<file path="src/logic/pdlc_unused_guard.sv">
// holds no logic; every part of the block sits in pdlc_top

</file>
<file path="src/common/pdlc_pkg.sv">
// constants, carriers and helpers for the loop divider and lock control
package pdlc_pkg;

    // ------------------------------------------------------------
    // register map, byte addresses
    // ------------------------------------------------------------
    localparam int ADDR_W = 8;
    localparam logic [7:0] OFF_CTRL = 8'h00;
    localparam logic [7:0] OFF_PD = 8'h04;
    localparam logic [7:0] OFF_SYSDIV = 8'h08;
    localparam logic [7:0] OFF_STATUS = 8'h0C;

    // ------------------------------------------------------------
    // field positions and reset values
    // ------------------------------------------------------------
    localparam int FBSEL_LSB = 0;
    localparam int FBSEL_W = 5;
    localparam int PSEL_LSB = 5;
    localparam int PSEL_W = 2;
    localparam int PD_BIT = 0;
    localparam int LOCK_BIT = 0;
    localparam int RUN_BIT = 1;
    localparam int SYSDIV_W = 8;
    localparam logic [4:0] FBSEL_RST = 5'h00;
    localparam logic [1:0] PSEL_RST = 2'h0;
    localparam logic PD_RST = 1'b1;
    localparam logic [7:0] SYSDIV_RST = 8'h01;

    // more than eight good reference periods
    localparam logic [3:0] LOCK_GOOD = 4'h9;

    localparam logic [1:0] RESP_OKAY = 2'h0;
    localparam logic [1:0] RESP_SLVERR = 2'h2;

    // ------------------------------------------------------------
    // bus carriers
    // ------------------------------------------------------------
    typedef struct packed {
        logic awvalid;
        logic [ADDR_W-1:0] awaddr;
        logic wvalid;
        logic [31:0] wdata;
        logic [3:0] wstrb;
        logic bready;
        logic arvalid;
        logic [ADDR_W-1:0] araddr;
        logic rready;
    } pdlc_axi_req_t;

    typedef struct packed {
        logic awready;
        logic wready;
        logic bvalid;
        logic [1:0] bresp;
        logic arready;
        logic rvalid;
        logic [31:0] rdata;
        logic [1:0] rresp;
    } pdlc_axi_rsp_t;

    // post divider ratio P from its select field: 1, 2, 4, 8
    function automatic logic [3:0] pdlc_p_ratio(input logic [1:0] psel);
        return 4'h1 << psel;
    endfunction : pdlc_p_ratio

endpackage : pdlc_pkg

</file>
<file path="src/logic/pdlc_top.sv">
// loop divider, power-down and lock control with its register slave
//
// Chosen here: the placing of the registers and the AXI4-Lite register port.
`timescale 1ns/10ps
module pdlc_top (
    input wire logic aclk,
    input wire logic aresetn,
    input wire pdlc_pkg::pdlc_axi_req_t axi_req,
    output pdlc_pkg::pdlc_axi_rsp_t axi_rsp,
    input wire logic ref_clk_in,
    input wire logic phase_err_in,
    output logic osc_enable,
    output logic divider_reset,
    output logic post_clk,
    output logic fb_tick,
    output logic sys_tick,
    output logic loop_locked,
    output logic [5:0] fb_ratio,
    output logic [4:0] post_ratio
);
    import pdlc_pkg::*;

    typedef struct packed {
        logic aw_rdy;
        logic aw_got;
        logic [ADDR_W-1:0] aw_addr;
        logic w_rdy;
        logic w_got;
        logic [31:0] wdata;
        logic [3:0] wstrb;
        logic bvalid;
        logic [1:0] bresp;
        logic ar_rdy;
        logic rvalid;
        logic [31:0] rdata;
        logic [1:0] rresp;
        logic [4:0] fbsel;
        logic [1:0] psel;
        logic pd;
        logic [7:0] sysdiv;
        logic [2:0] ref_s;
        logic ref_lvl;
        logic [2:0] err_s;
        logic err_lvl;
        logic osc_en;
        logic div_rst;
        logic [3:0] post_cnt;
        logic post_clk;
        logic [4:0] fb_cnt;
        logic fb_tick;
        logic [3:0] lock_cnt;
        logic lock;
        logic [7:0] sys_cnt;
        logic sys_tick;
        logic [5:0] fb_ratio;
        logic [4:0] post_ratio;
    } pdlc_state_t;

    pdlc_state_t s_r;
    pdlc_state_t s_nxt;
    logic do_wr;
    logic ref_rise;
    logic [3:0] p_val;

    // ------------------------------------------------------------
    // next state
    // ------------------------------------------------------------
    always_comb
    begin
        s_nxt = s_r;
        do_wr = 1'b0;
        p_val = pdlc_p_ratio(s_r.psel);

        // three-stage pin sampling, change taken when stages 2 and 3 agree
        s_nxt.ref_s = {s_r.ref_s[1:0], ref_clk_in};
        s_nxt.err_s = {s_r.err_s[1:0], phase_err_in};
        if (s_r.ref_s[1] == s_r.ref_s[2])
            s_nxt.ref_lvl = s_r.ref_s[2];
        if (s_r.err_s[1] == s_r.err_s[2])
            s_nxt.err_lvl = s_r.err_s[2];
        ref_rise = (s_r.ref_s[1] == s_r.ref_s[2]) && s_r.ref_s[2]
                   && !s_r.ref_lvl;

        // write channel
        if (axi_req.awvalid && s_r.aw_rdy)
        begin
            s_nxt.aw_got = 1'b1;
            s_nxt.aw_addr = axi_req.awaddr;
        end
        if (axi_req.wvalid && s_r.w_rdy)
        begin
            s_nxt.w_got = 1'b1;
            s_nxt.wdata = axi_req.wdata;
            s_nxt.wstrb = axi_req.wstrb;
        end
        if (s_r.bvalid && axi_req.bready)
            s_nxt.bvalid = 1'b0;
        if (s_r.aw_got && s_r.w_got && !s_r.bvalid)
        begin
            do_wr = 1'b1;
            s_nxt.aw_got = 1'b0;
            s_nxt.w_got = 1'b0;
            s_nxt.bvalid = 1'b1;
            s_nxt.bresp = RESP_OKAY;
            case (s_r.aw_addr)
                OFF_CTRL:
                    if (s_r.wstrb[0])
                    begin
                        s_nxt.fbsel = s_r.wdata[FBSEL_LSB +: FBSEL_W];
                        s_nxt.psel = s_r.wdata[PSEL_LSB +: PSEL_W];
                    end
                OFF_PD:
                    if (s_r.wstrb[0])
                        s_nxt.pd = s_r.wdata[PD_BIT];
                OFF_SYSDIV:
                    if (s_r.wstrb[0])
                        s_nxt.sysdiv = s_r.wdata[SYSDIV_W-1:0];
                OFF_STATUS: ;
                default: s_nxt.bresp = RESP_SLVERR;
            endcase
        end
        s_nxt.aw_rdy = !s_nxt.aw_got && !s_nxt.bvalid;
        s_nxt.w_rdy = !s_nxt.w_got && !s_nxt.bvalid;

        // read channel
        if (s_r.rvalid && axi_req.rready)
            s_nxt.rvalid = 1'b0;
        if (axi_req.arvalid && s_r.ar_rdy)
        begin
            s_nxt.rvalid = 1'b1;
            s_nxt.rresp = RESP_OKAY;
            s_nxt.rdata = '0;
            case (axi_req.araddr)
                OFF_CTRL:
                begin
                    s_nxt.rdata[FBSEL_LSB +: FBSEL_W] = s_r.fbsel;
                    s_nxt.rdata[PSEL_LSB +: PSEL_W] = s_r.psel;
                end
                OFF_PD: s_nxt.rdata[PD_BIT] = s_r.pd;
                OFF_SYSDIV: s_nxt.rdata[SYSDIV_W-1:0] = s_r.sysdiv;
                OFF_STATUS:
                begin
                    s_nxt.rdata[LOCK_BIT] = s_r.lock;
                    s_nxt.rdata[RUN_BIT] = s_r.osc_en;
                end
                default: s_nxt.rresp = RESP_SLVERR;
            endcase
        end
        s_nxt.ar_rdy = !s_nxt.rvalid;

        // loop: gated by the power-down value just written
        s_nxt.osc_en = !s_nxt.pd;
        s_nxt.div_rst = s_nxt.pd;
        s_nxt.fb_ratio = {1'b0, s_nxt.fbsel} + 6'h01;
        s_nxt.post_ratio = {pdlc_p_ratio(s_nxt.psel), 1'b0};
        s_nxt.fb_tick = 1'b0;
        if (s_nxt.pd)
        begin
            // dividers held, lock dropped
            s_nxt.post_cnt = '0;
            s_nxt.post_clk = 1'b0;
            s_nxt.fb_cnt = '0;
            s_nxt.lock_cnt = '0;
            s_nxt.lock = 1'b0;
        end
        else
        begin
            // half period of P cycles: 2P total, even duty
            if (s_r.post_cnt >= p_val - 4'h1)
            begin
                s_nxt.post_cnt = '0;
                s_nxt.post_clk = !s_r.post_clk;
                if (!s_r.post_clk)
                begin
                    // feedback divides output by M
                    if (s_r.fb_cnt >= s_r.fbsel)
                    begin
                        s_nxt.fb_cnt = '0;
                        s_nxt.fb_tick = 1'b1;
                    end
                    else
                        s_nxt.fb_cnt = s_r.fb_cnt + 5'h01;
                end
            end
            else
                s_nxt.post_cnt = s_r.post_cnt + 4'h1;

            // lock detector, one measurement per rising reference edge
            if (ref_rise)
            begin
                if (s_r.err_lvl)
                begin
                    s_nxt.lock_cnt = '0;
                    s_nxt.lock = 1'b0;
                end
                else if (s_r.lock_cnt != LOCK_GOOD)
                begin
                    s_nxt.lock_cnt = s_r.lock_cnt + 4'h1;
                    if (s_r.lock_cnt + 4'h1 == LOCK_GOOD)
                        s_nxt.lock = 1'b1;
                end
            end
        end

        // system clock divider, one passes every main cycle
        if (s_r.sysdiv == '0)
        begin
            s_nxt.sys_cnt = '0;
            s_nxt.sys_tick = 1'b0;
        end
        else if (s_r.sys_cnt >= s_r.sysdiv - 8'h01)
        begin
            s_nxt.sys_cnt = '0;
            s_nxt.sys_tick = 1'b1;
        end
        else
        begin
            s_nxt.sys_cnt = s_r.sys_cnt + 8'h01;
            s_nxt.sys_tick = 1'b0;
        end
    end

    // ------------------------------------------------------------
    // state register
    // ------------------------------------------------------------
    always_ff @(posedge aclk)
    begin
        if (!aresetn)
        begin
            s_r <= '0;
            s_r.aw_rdy <= 1'b1;
            s_r.w_rdy <= 1'b1;
            s_r.ar_rdy <= 1'b1;
            s_r.fbsel <= FBSEL_RST;
            s_r.psel <= PSEL_RST;
            s_r.pd <= PD_RST;
            s_r.div_rst <= PD_RST;
            s_r.sysdiv <= SYSDIV_RST;
            s_r.fb_ratio <= {1'b0, FBSEL_RST} + 6'h01;
            s_r.post_ratio <= {pdlc_p_ratio(PSEL_RST), 1'b0};
        end
        else
            s_r <= s_nxt;
    end

    assign axi_rsp = '{awready: s_r.aw_rdy, wready: s_r.w_rdy,
                       bvalid: s_r.bvalid, bresp: s_r.bresp,
                       arready: s_r.ar_rdy, rvalid: s_r.rvalid,
                       rdata: s_r.rdata, rresp: s_r.rresp};
    assign osc_enable = s_r.osc_en;
    assign divider_reset = s_r.div_rst;
    assign post_clk = s_r.post_clk;
    assign fb_tick = s_r.fb_tick;
    assign sys_tick = s_r.sys_tick;
    assign loop_locked = s_r.lock;
    assign fb_ratio = s_r.fb_ratio;
    assign post_ratio = s_r.post_ratio;
endmodule : pdlc_top

</file>
<file path="config.mk">
export PLATFORM = sky130hd
export DESIGN_NAME = pdlc_top
export DESIGN_NICKNAME = d
export VERILOG_FILES = /design/src/logic/pdlc_unused_guard.sv /design/src/common/pdlc_pkg.sv /design/src/logic/pdlc_top.sv
export SDC_FILE = /design/constraint.sdc
export NUM_CORES = 1
export LEC_CHECK = 0
export BUFFER_PORTS_ARGS = -buffer_cell sky130_fd_sc_hd__buf_2
export CAP_MARGIN = 20
export CORE_MARGIN = 2
export CORE_UTILIZATION = 53
export CTS_BUF_LIST = sky130_fd_sc_hd__clkbuf_16
export DETAILED_ROUTE_END_ITERATION = 16
export PLACE_DENSITY_LB_ADDON = 0.1
export RECOVER_POWER = 100
export SYNTH_ARGS = -nofsm -noshare
export SYNTH_HDL_FRONTEND = slang
export SYNTH_SLANG_ARGS = --single-unit
</file>
<file path="constraint.sdc">
create_clock -name aclk -period 2.8 [get_ports aclk]
set_input_delay 0 -clock aclk [delete_from_list [all_inputs] [get_ports aclk]]
set_output_delay 0 -clock aclk [all_outputs]
set_load 0.01 [all_outputs]
</file>
# After elaboration in Yosys (flattened, before gate mapping)
# Index checks and enable logic that the tools add are counted.
# classes
addsub,7
order_cmp,3
eq_ne,10
shift,2
muxes,27
bitwise,3
reduce_logical,35
# op_table
cell,n
$mux W37,1
$mux W35,1
$eq A8 B4 Y1 const B,4
$logic_not A8 Y1,3
$mux W9,2
$eq A8 B3 Y1 const B,2
$mux W16,1
$mux W8,2
$mux W5,3
$mux W7,2
$reduce_or A4 Y1,3
$logic_and A1 B1 Y1,11
$pmux W5 S2,1
$mux W1,9
$add A4 B1 Y4 const B,2
$add A8 B1 Y8 const B,1
$ge A8 B8 Y1,1
$logic_not A1 Y1,8
$shl A1 B2 Y4 const A,2
$sub A8 B1 Y8 const B,1
$add A5 B1 Y6 const B,1
$reduce_and A3 Y1,2
$reduce_or A3 Y1,2
$add A5 B1 Y5 const B,1
other kinds (14),21
# word_totals
register_bits,124
input_bits,61
output_inout_bits,58
word_cells,120

# Longest topological paths before layout
# Gate-level depths: netlist (run 1).
# logic_depth
ltp_word,6
mapped_depth,10
ltp_nobuf,9

# Worst setup path before layout (run 1)
# OpenSTA, ideal clock, no wires.
# synth_path
path_type,reg2reg
start,register s_r[48] (netlist name)
end,register s_r (netlist bit sys_tick)
setup_time_ps,61
arrival_time_ps,2052
required_time_ps,2739
slack_ps,687
path_stages_with_launch,8
path_buffers,0
period_less_slack_ps,2113
cell_sequence,dfxtp_1 -> nor4_1 -> nand2_1 -> xor2_1 -> ha_1 -> o2111ai_1 -> o31ai_2 -> and2_1
# synth_between
elab_chain_len,3
elab_cells_between_ends,5
cone_classes,add/sub (1); order compare (1); mux (1); reduce/logical (2)
# synth_rtl
item,line,text
start: declaration,pdlc_top.sv:59,pdlc_state_t s_r;
start signal: assignment,pdlc_top.sv:243,s_r <= s_nxt;
$sub A8 B1 Y8,pdlc_top.sv:211,else if (s_r.sys_cnt >= s_r.sysdiv - 8'h01)
$ge A8 B8 Y1,pdlc_top.sv:211,
$mux W9,pdlc_top.sv:211,
# Parallel ways exist; a longest one is shown, timed or not.
# A chain may end at the register's enable or synchronous reset.

# Worst setup path in the final report (run 1)
# layout_path
start,register s_r[48] (netlist name)
end,register s_r[12] (netlist name)
# layout_between
elab_chain_len,3
elab_cells_between_ends,4
cone_classes,add/sub (1); order compare (1); reduce/logical (2)
# layout_rtl
item,line
$sub A8 B1 Y8,pdlc_top.sv:211
$ge A8 B8 Y1,pdlc_top.sv:211
$reduce_or A3 Y1 (no source line) *,-
# Mark *: on every way between the ends. The rest lies on a longest branch, timed or not.

==> results.ini, run 1 <==
[clock_tree]
postCtsSetupRepairBufs=0
cts_made_buffers=9
cts_tree=built
cts_max_path_buffers=2
clock-sinks=94
clkTransAtPathRegs_ps=70
postCtsHoldBufs=22
ctsRootBufferMaster=clkbuf_16
postCtsResizedCells=0
htree_levels=3
clock_latency_ps=330

[logic_synthesis]
ys.flop_type=dfxtp_1
ys_seq_area_share_pct=40.9
ys_types=58
syn_inst=528
synth_area_leaders=dfxtp_1 (41%), buf_4 (8.5%), ha_1 (7.3%)
synth_top_area_share_pct=40.9
synth_area_sq_um=4610
synth_warnings=0
synth_top_area_cell=dfxtp_1
avgSynthCellArea_sq_um=8.72
synth_common_cells=dfxtp_1 (94), nand2_1 (64), buf_4 (52)
synth-seq-cells=94
synthArstFlopShare_pct=0
synth_most_common_cell=dfxtp_1
synth-edff-count=0

[route]
wl_per_cell_um=13.0
ant_nets=0
drt-total-wl_um=9070
drt_iter0_drc=131
vias=3550
firstDrtPassIters=4
drc=0
viasPerCell=5.08

[setup_path]
rr_worst_depth=8
worst-path-stages=8
slowest_delay_ps=520
crit_type=reg -> reg
crit_slowest_cell=nor4_1
cp-start-kind=flop
crit_family=simple AND/OR/NAND/NOR gates
cp-end-kind=flop
path_cells=nor4_1 -> nand2_1 -> xor2_1 -> ha_1 -> o2111ai_1 -> o31ai_1 -> buf_4 -> nor3b_1
cp.arrival_ps=2680
worstPathMaxFanout=6
crit_buf_inv=1
cp_data_required_time_ps=3020

[sta]
fmax_mhz=406
setup_viol=0
slew_violations=0
hold_ws_ps=16.3
fin_crit_sh_pct=88.0
relSlewSlack_pct=48.9
rsz0062_at_grt=false
hold_viol=0
worst_slew_pin_slew_ps=764
skew_ps=9.90
fin_crit_ps=2470
setup_tns_ps=0

[pwr]
combPwrFrac_pct=6.6
clkPwrFrac_pct=43.7
ir_worst_vdd_uv=253
p_per_area_nw_per_um2=544
switching_share_pct=23.7
seq_power_share_pct=49.7
power_switching_w=0.000668
intPower_w=0.00215
total_power_w=0.00282
p_leak_nw=2.11

[global_routing]
grt_pass1_vias=3316
track_usage_pct=19.6
gr-total-overflow=0
antenna_found_initial=0
grt_pass1_wl_um=15600
grt_max_degree=39

[finish]
final_nets=674
syn2layout_area_growth_pct=12.6
drive_gt1_share_pct=9.98
fin_area_sq_um=5190
layout.cells.non_filler=699
diodes=0

[worst_hold_path]
hold_depth=4
min-delay-path-class=in -> reg

[floorplan]
die_w_um=97.2
ioPinCount=119
die_y_um=97.2
die_area_sq_um=9450
num_rows=34
core-area_sq_um=8590
start_util_pct=53.6

[placement]
portBuffers=64
placed_cells=661
routabilityCongestion=0.846
placed_cell_area_sq_um=4720
dp_hpwl_um=6460

[flow_run]
cap_violations=0

[outcome]
status=complete, no violations

## cell usage in the layout, fill, tap and decap left out, types with 3 or more instances in the layout
cell | Yosys | final
ha_1 | 27 | 27
xnor2_1 | 13 | 13
dfxtp_1 | 94 | 94
nand2_1 | 64 | 64
xor2_1 | 9 | 9
clkbuf_16 | 0 | 9
clkbuf_1 | 11 | 33
and2_0 | 0 | 7
a31oi_1 | 5 | 5
inv_1 | 21 | 22
nor4_1 | 3 | 3
a211oi_1 | 4 | 4
nor3_1 | 6 | 6
nand4_1 | 2 | 3
nand2b_1 | 4 | 4
inv_6 | 0 | 4
a21oi_1 | 36 | 36
or3_1 | 4 | 4
and2_1 | 12 | 5
nand3_1 | 25 | 25
o21ai_0 | 7 | 10
a2bb2oi_1 | 6 | 6
dlygate4sd3_1 | 0 | 22
buf_2 | 4 | 32
mux2i_1 | 16 | 16
nand3b_1 | 3 | 3
nor2_1 | 51 | 51
and3_1 | 3 | 3
conb_1 | 2 | 28
## flip-flops by register name, summed over array words and instances (netlist names)
register       cells
s_r               59
axi_rsp           15
fb_ratio           6
post_ratio         4
s_nxt              4
divider_reset      1
fb_tick            1
loop_locked        1
osc_enable         1
post_clk           1
sys_tick           1
## metrics by stage
| step | utilization, % | setup slack, ps |
|---|---|---|
| finish | 60.4 | 335 |
| global route | 60.4 | 145 |
| CTS | 61.0 | 406 |
| detailed placement | 55.0 | 435 |
| global placement | 55.0 | 480 |
| floorplan | - | 687 |
## power by group through the flow
stage               Combinational [W]  Sequential, W  Clock [W]
finish                       0.000187        0.00140    0.00123
floorplan                    0.000156        0.00142          0
detailed placement           0.000169        0.00143          0
CTS                          0.000193        0.00140    0.00126
global route                 0.000212        0.00141    0.00132
global placement             0.000165        0.00143          0
## worst paths after layout
check / slack (ps) / end / startpoint
max: 330 / s_r[12]$_SDFF_PP0_ / s_r[48]$_SDFFE_PN0P_
min: 20 / axi_rsp[38]$_SDFF_PN0_ / axi_req[10]
max reg2reg: 330 / s_r[12]$_SDFF_PP0_ / s_r[48]$_SDFFE_PN0P_
min reg2reg: 440 / s_nxt[41]$_SDFF_PN0_ / s_nxt[40]$_SDFF_PN0_
## tightest hold or removal path, cell delays in order
cell	delay, ps
buf_2	70
inv_1	30
a21oi_1	130
nor2_1	70
## layer usage
| metal | routed length, um | up-vias | global-route usage (%) |
|---|---|---|---|
| li1 | - | 1833 | - |
| met1 | 4260 | 1624 | 26.5 |
| met2 | 4240 | 81 | 31.8 |
| met3 | 422 | 12 | 3.38 |
| met4 | 136 | 0 | 7.16 |
| met5 | 0 | - | 0 |
## cell families (layout without fill, tap and decap cells)
logic type / Yosys count / in the layout / synth area share [%]
AO/OA/AOI/OAI: 79 / 79 / 10.9
other: 2 / 28 / 0.163
multiplexers: 17 / 17 / 3.97
buffers and inverters: 93 / 130 / 12.1
AND/OR/NAND/NOR: 194 / 194 / 20.5
XOR/XNOR: 22 / 22 / 4.18
flip-flops: 94 / 94 / 40.9
adder cells (fa/ha/maj): 27 / 27 / 7.33
## cell type report
class	instances	area [sq um]
clock buffers	9	225
clock inverters	7	77.6
fillers	786	3410
inverters	24	90.1
multi-input cells	367	2250
flip-flops and latches	94	1880
well taps	108	135
repair buffers	90	524
Power figures use the tool's default switching activity.
==> run 2, diff against run 1 <==
MAX_ROUTING_LAYER = met4   (was unset)
SKIP_LAST_GASP = 1   (was unset)
==> run 2 against run 1 <==
  * Maximum frequency up 0.15%
  * Clock power about the same
  * Count of clock-buffer cells in the layout unchanged
  * Critical path depth unchanged
  * Clock skew about the same
  * Setup slack better by 3.8 ps
  * Hold slack better by 0.68 ps
  * Die area unchanged
  * Largest power group unchanged
  * Sequential share of layout area unchanged
  * Cell count unchanged
==> results.ini, run 2 (same netlist as run 1, synthesis figures left out) <==
[finish]
diodes=0
fillers=786
largest_register_ffs=59
top_register=s_r
final_nets=674
layout.cells.non_filler=699
drive_gt1_share_pct=9.98
layout.cells.most_common=dfxtp_1
syn2layout_area_growth_pct=12.6
mostFrequentLayoutCells=dfxtp_1 (94), nand2_1 (64), nor2_1 (51)

[global_routing]
gr-total-overflow=0
track_usage_pct=20.2
grt_pass1_vias=3317
grt_pass1_wl_um=15600
antenna_found_initial=0
grt_max_degree=39

[clock_tree]
clkTransAtPathRegs_ps=70
ctsRootBufferMaster=clkbuf_16
clock_latency_ps=330
postCtsSetupRepairBufs=0
cts_tree=built
htree_levels=3
cts_max_path_buffers=2
cts_made_buffers=9
clock-sinks=94

[pwr]
p_per_area_nw_per_um2=544
intPower_w=0.00215
switching_share_pct=23.6
ir_worst_vdd_uv=253
power_switching_w=0.000667
combPwrFrac_pct=6.6
seq_power_share_pct=49.7
clkPwrFrac_pct=43.7
p_leak_nw=2.11

[setup_path]
worstPathMaxFanout=6
crit_type=reg -> reg
cp-end-kind=flop
cp-start-kind=flop
cp_data_required_time_ps=3020
crit_buf_inv=1
cp.arrival_ps=2680
crit_family=simple AND/OR/NAND/NOR gates
crit_slowest_cell=nor4_1
slowest_delay_ps=510
path_cells=nor4_1 -> nand2_1 -> xor2_1 -> ha_1 -> o2111ai_1 -> o31ai_1 -> buf_4 -> nor3b_1

[floorplan]
ioPinCount=119
num_rows=34
die_y_um=97.2
start_util_pct=53.6
core-area_sq_um=8590
die_w_um=97.2
die_area_sq_um=9450

[placement]
routabilityCongestion=0.859
portBuffers=64
placed_cells=661
dp_hpwl_um=6460

[route]
drc=0
drt-total-wl_um=9080
vias=3550
viasPerCell=5.08
firstDrtPassIters=4
drt_iter0_drc=133
ant_nets=0
wl_per_cell_um=13.0

[sta]
fin_crit_ps=2460
rsz0062_at_grt=false
slew_violations=0
setup_viol=0
fmax_mhz=406
fin_crit_sh_pct=87.9
skew_ps=9.42
worst_slew_pin_slew_ps=764
setup_tns_ps=0
hold_viol=0
relSlewSlack_pct=48.8

[flow_run]
cap_violations=0

[outcome]
status=complete, no violations

[worst_hold_path]
min-delay-path-class=in -> reg

[run 2: cell counts in the layout (fill, tap and decap cells not counted)]
No cell type changed its count.
[run 2: routing by layer]
metal  vias to the layer above  wire length [um]  track usage (%)
met1                      1622              4330             26.6
met4                         0               127             7.16
met2                        83              4260             31.8
li1                       1832                 -                -
met5                         -                 0                -
met3                        13               371             3.09
[run 2: metrics by stage]
| step | setup WS (ps) | util, % | hold slack [ps] | total power (W) | area (sq um) |
|---|---|---|---|---|---|
| 2_1_floorplan | 687 | - | 122 | 0.00158 | 4700 |
| 3_3_place_gp | 480 | 55.0 | 213 | 0.00160 | 4720 |
| 3_5_place_dp | 435 | 55.0 | 211 | 0.00160 | 4720 |
| 4_1_cts | 406 | 61.0 | 14.3 | 0.00285 | 5250 |
| 5_1_grt | 145 | 60.4 | 44.0 | 0.00294 | 5190 |
| 6_report | 339 | 60.4 | 17.0 | 0.00282 | 5190 |
[run 2: worst paths after layout]
kind | startpoint | end | slack, ps | cells past startpoint
max | s_r[48]$_SDFFE_PN0P_ | s_r[12]$_SDFF_PP0_ | 340 | 8
min | axi_req[10] | axi_rsp[38]$_SDFF_PN0_ | 20 | 4
max reg2reg | s_r[48]$_SDFFE_PN0P_ | s_r[12]$_SDFF_PP0_ | 340 | 8
min reg2reg | s_nxt[40]$_SDFF_PN0_ | s_nxt[41]$_SDFF_PN0_ | 440 | 1
[run 2: final cells by class]
| cell class | instances | area (sq um) | area share, % |
|---|---|---|---|
| tap | 108 | 135 | 2.60 |
| sequential | 94 | 1880 | 36.3 |
| clock inverter | 7 | 77.6 | 1.50 |
| inverter | 24 | 90.1 | 1.74 |
| multi-input combinational | 367 | 2250 | 43.4 |
| timing repair buffer | 90 | 524 | 10.1 |
| clock buffer | 9 | 225 | 4.34 |
[run 2: worst min-delay path, cell delays in order]
cell	delay, ps
buf_2	70
inv_1	30
a21oi_1	130
nor2_1	70
[run 2: power groups by stage]
stage,Combinational [W],Sequential (W),Clock [W]
2_1_floorplan,0.000156,0.00142,0
3_3_place_gp,0.000165,0.00143,0
3_5_place_dp,0.000169,0.00143,0
4_1_cts,0.000193,0.00140,0.00126
5_1_grt,0.000212,0.00141,0.00132
6_report,0.000187,0.00140,0.00123
[run 2: repair_timing]
action / CTS / global route
hold buffers: 22 / 0
hold endpoints to repair: 22 / 0
resized for setup: 0 / 0
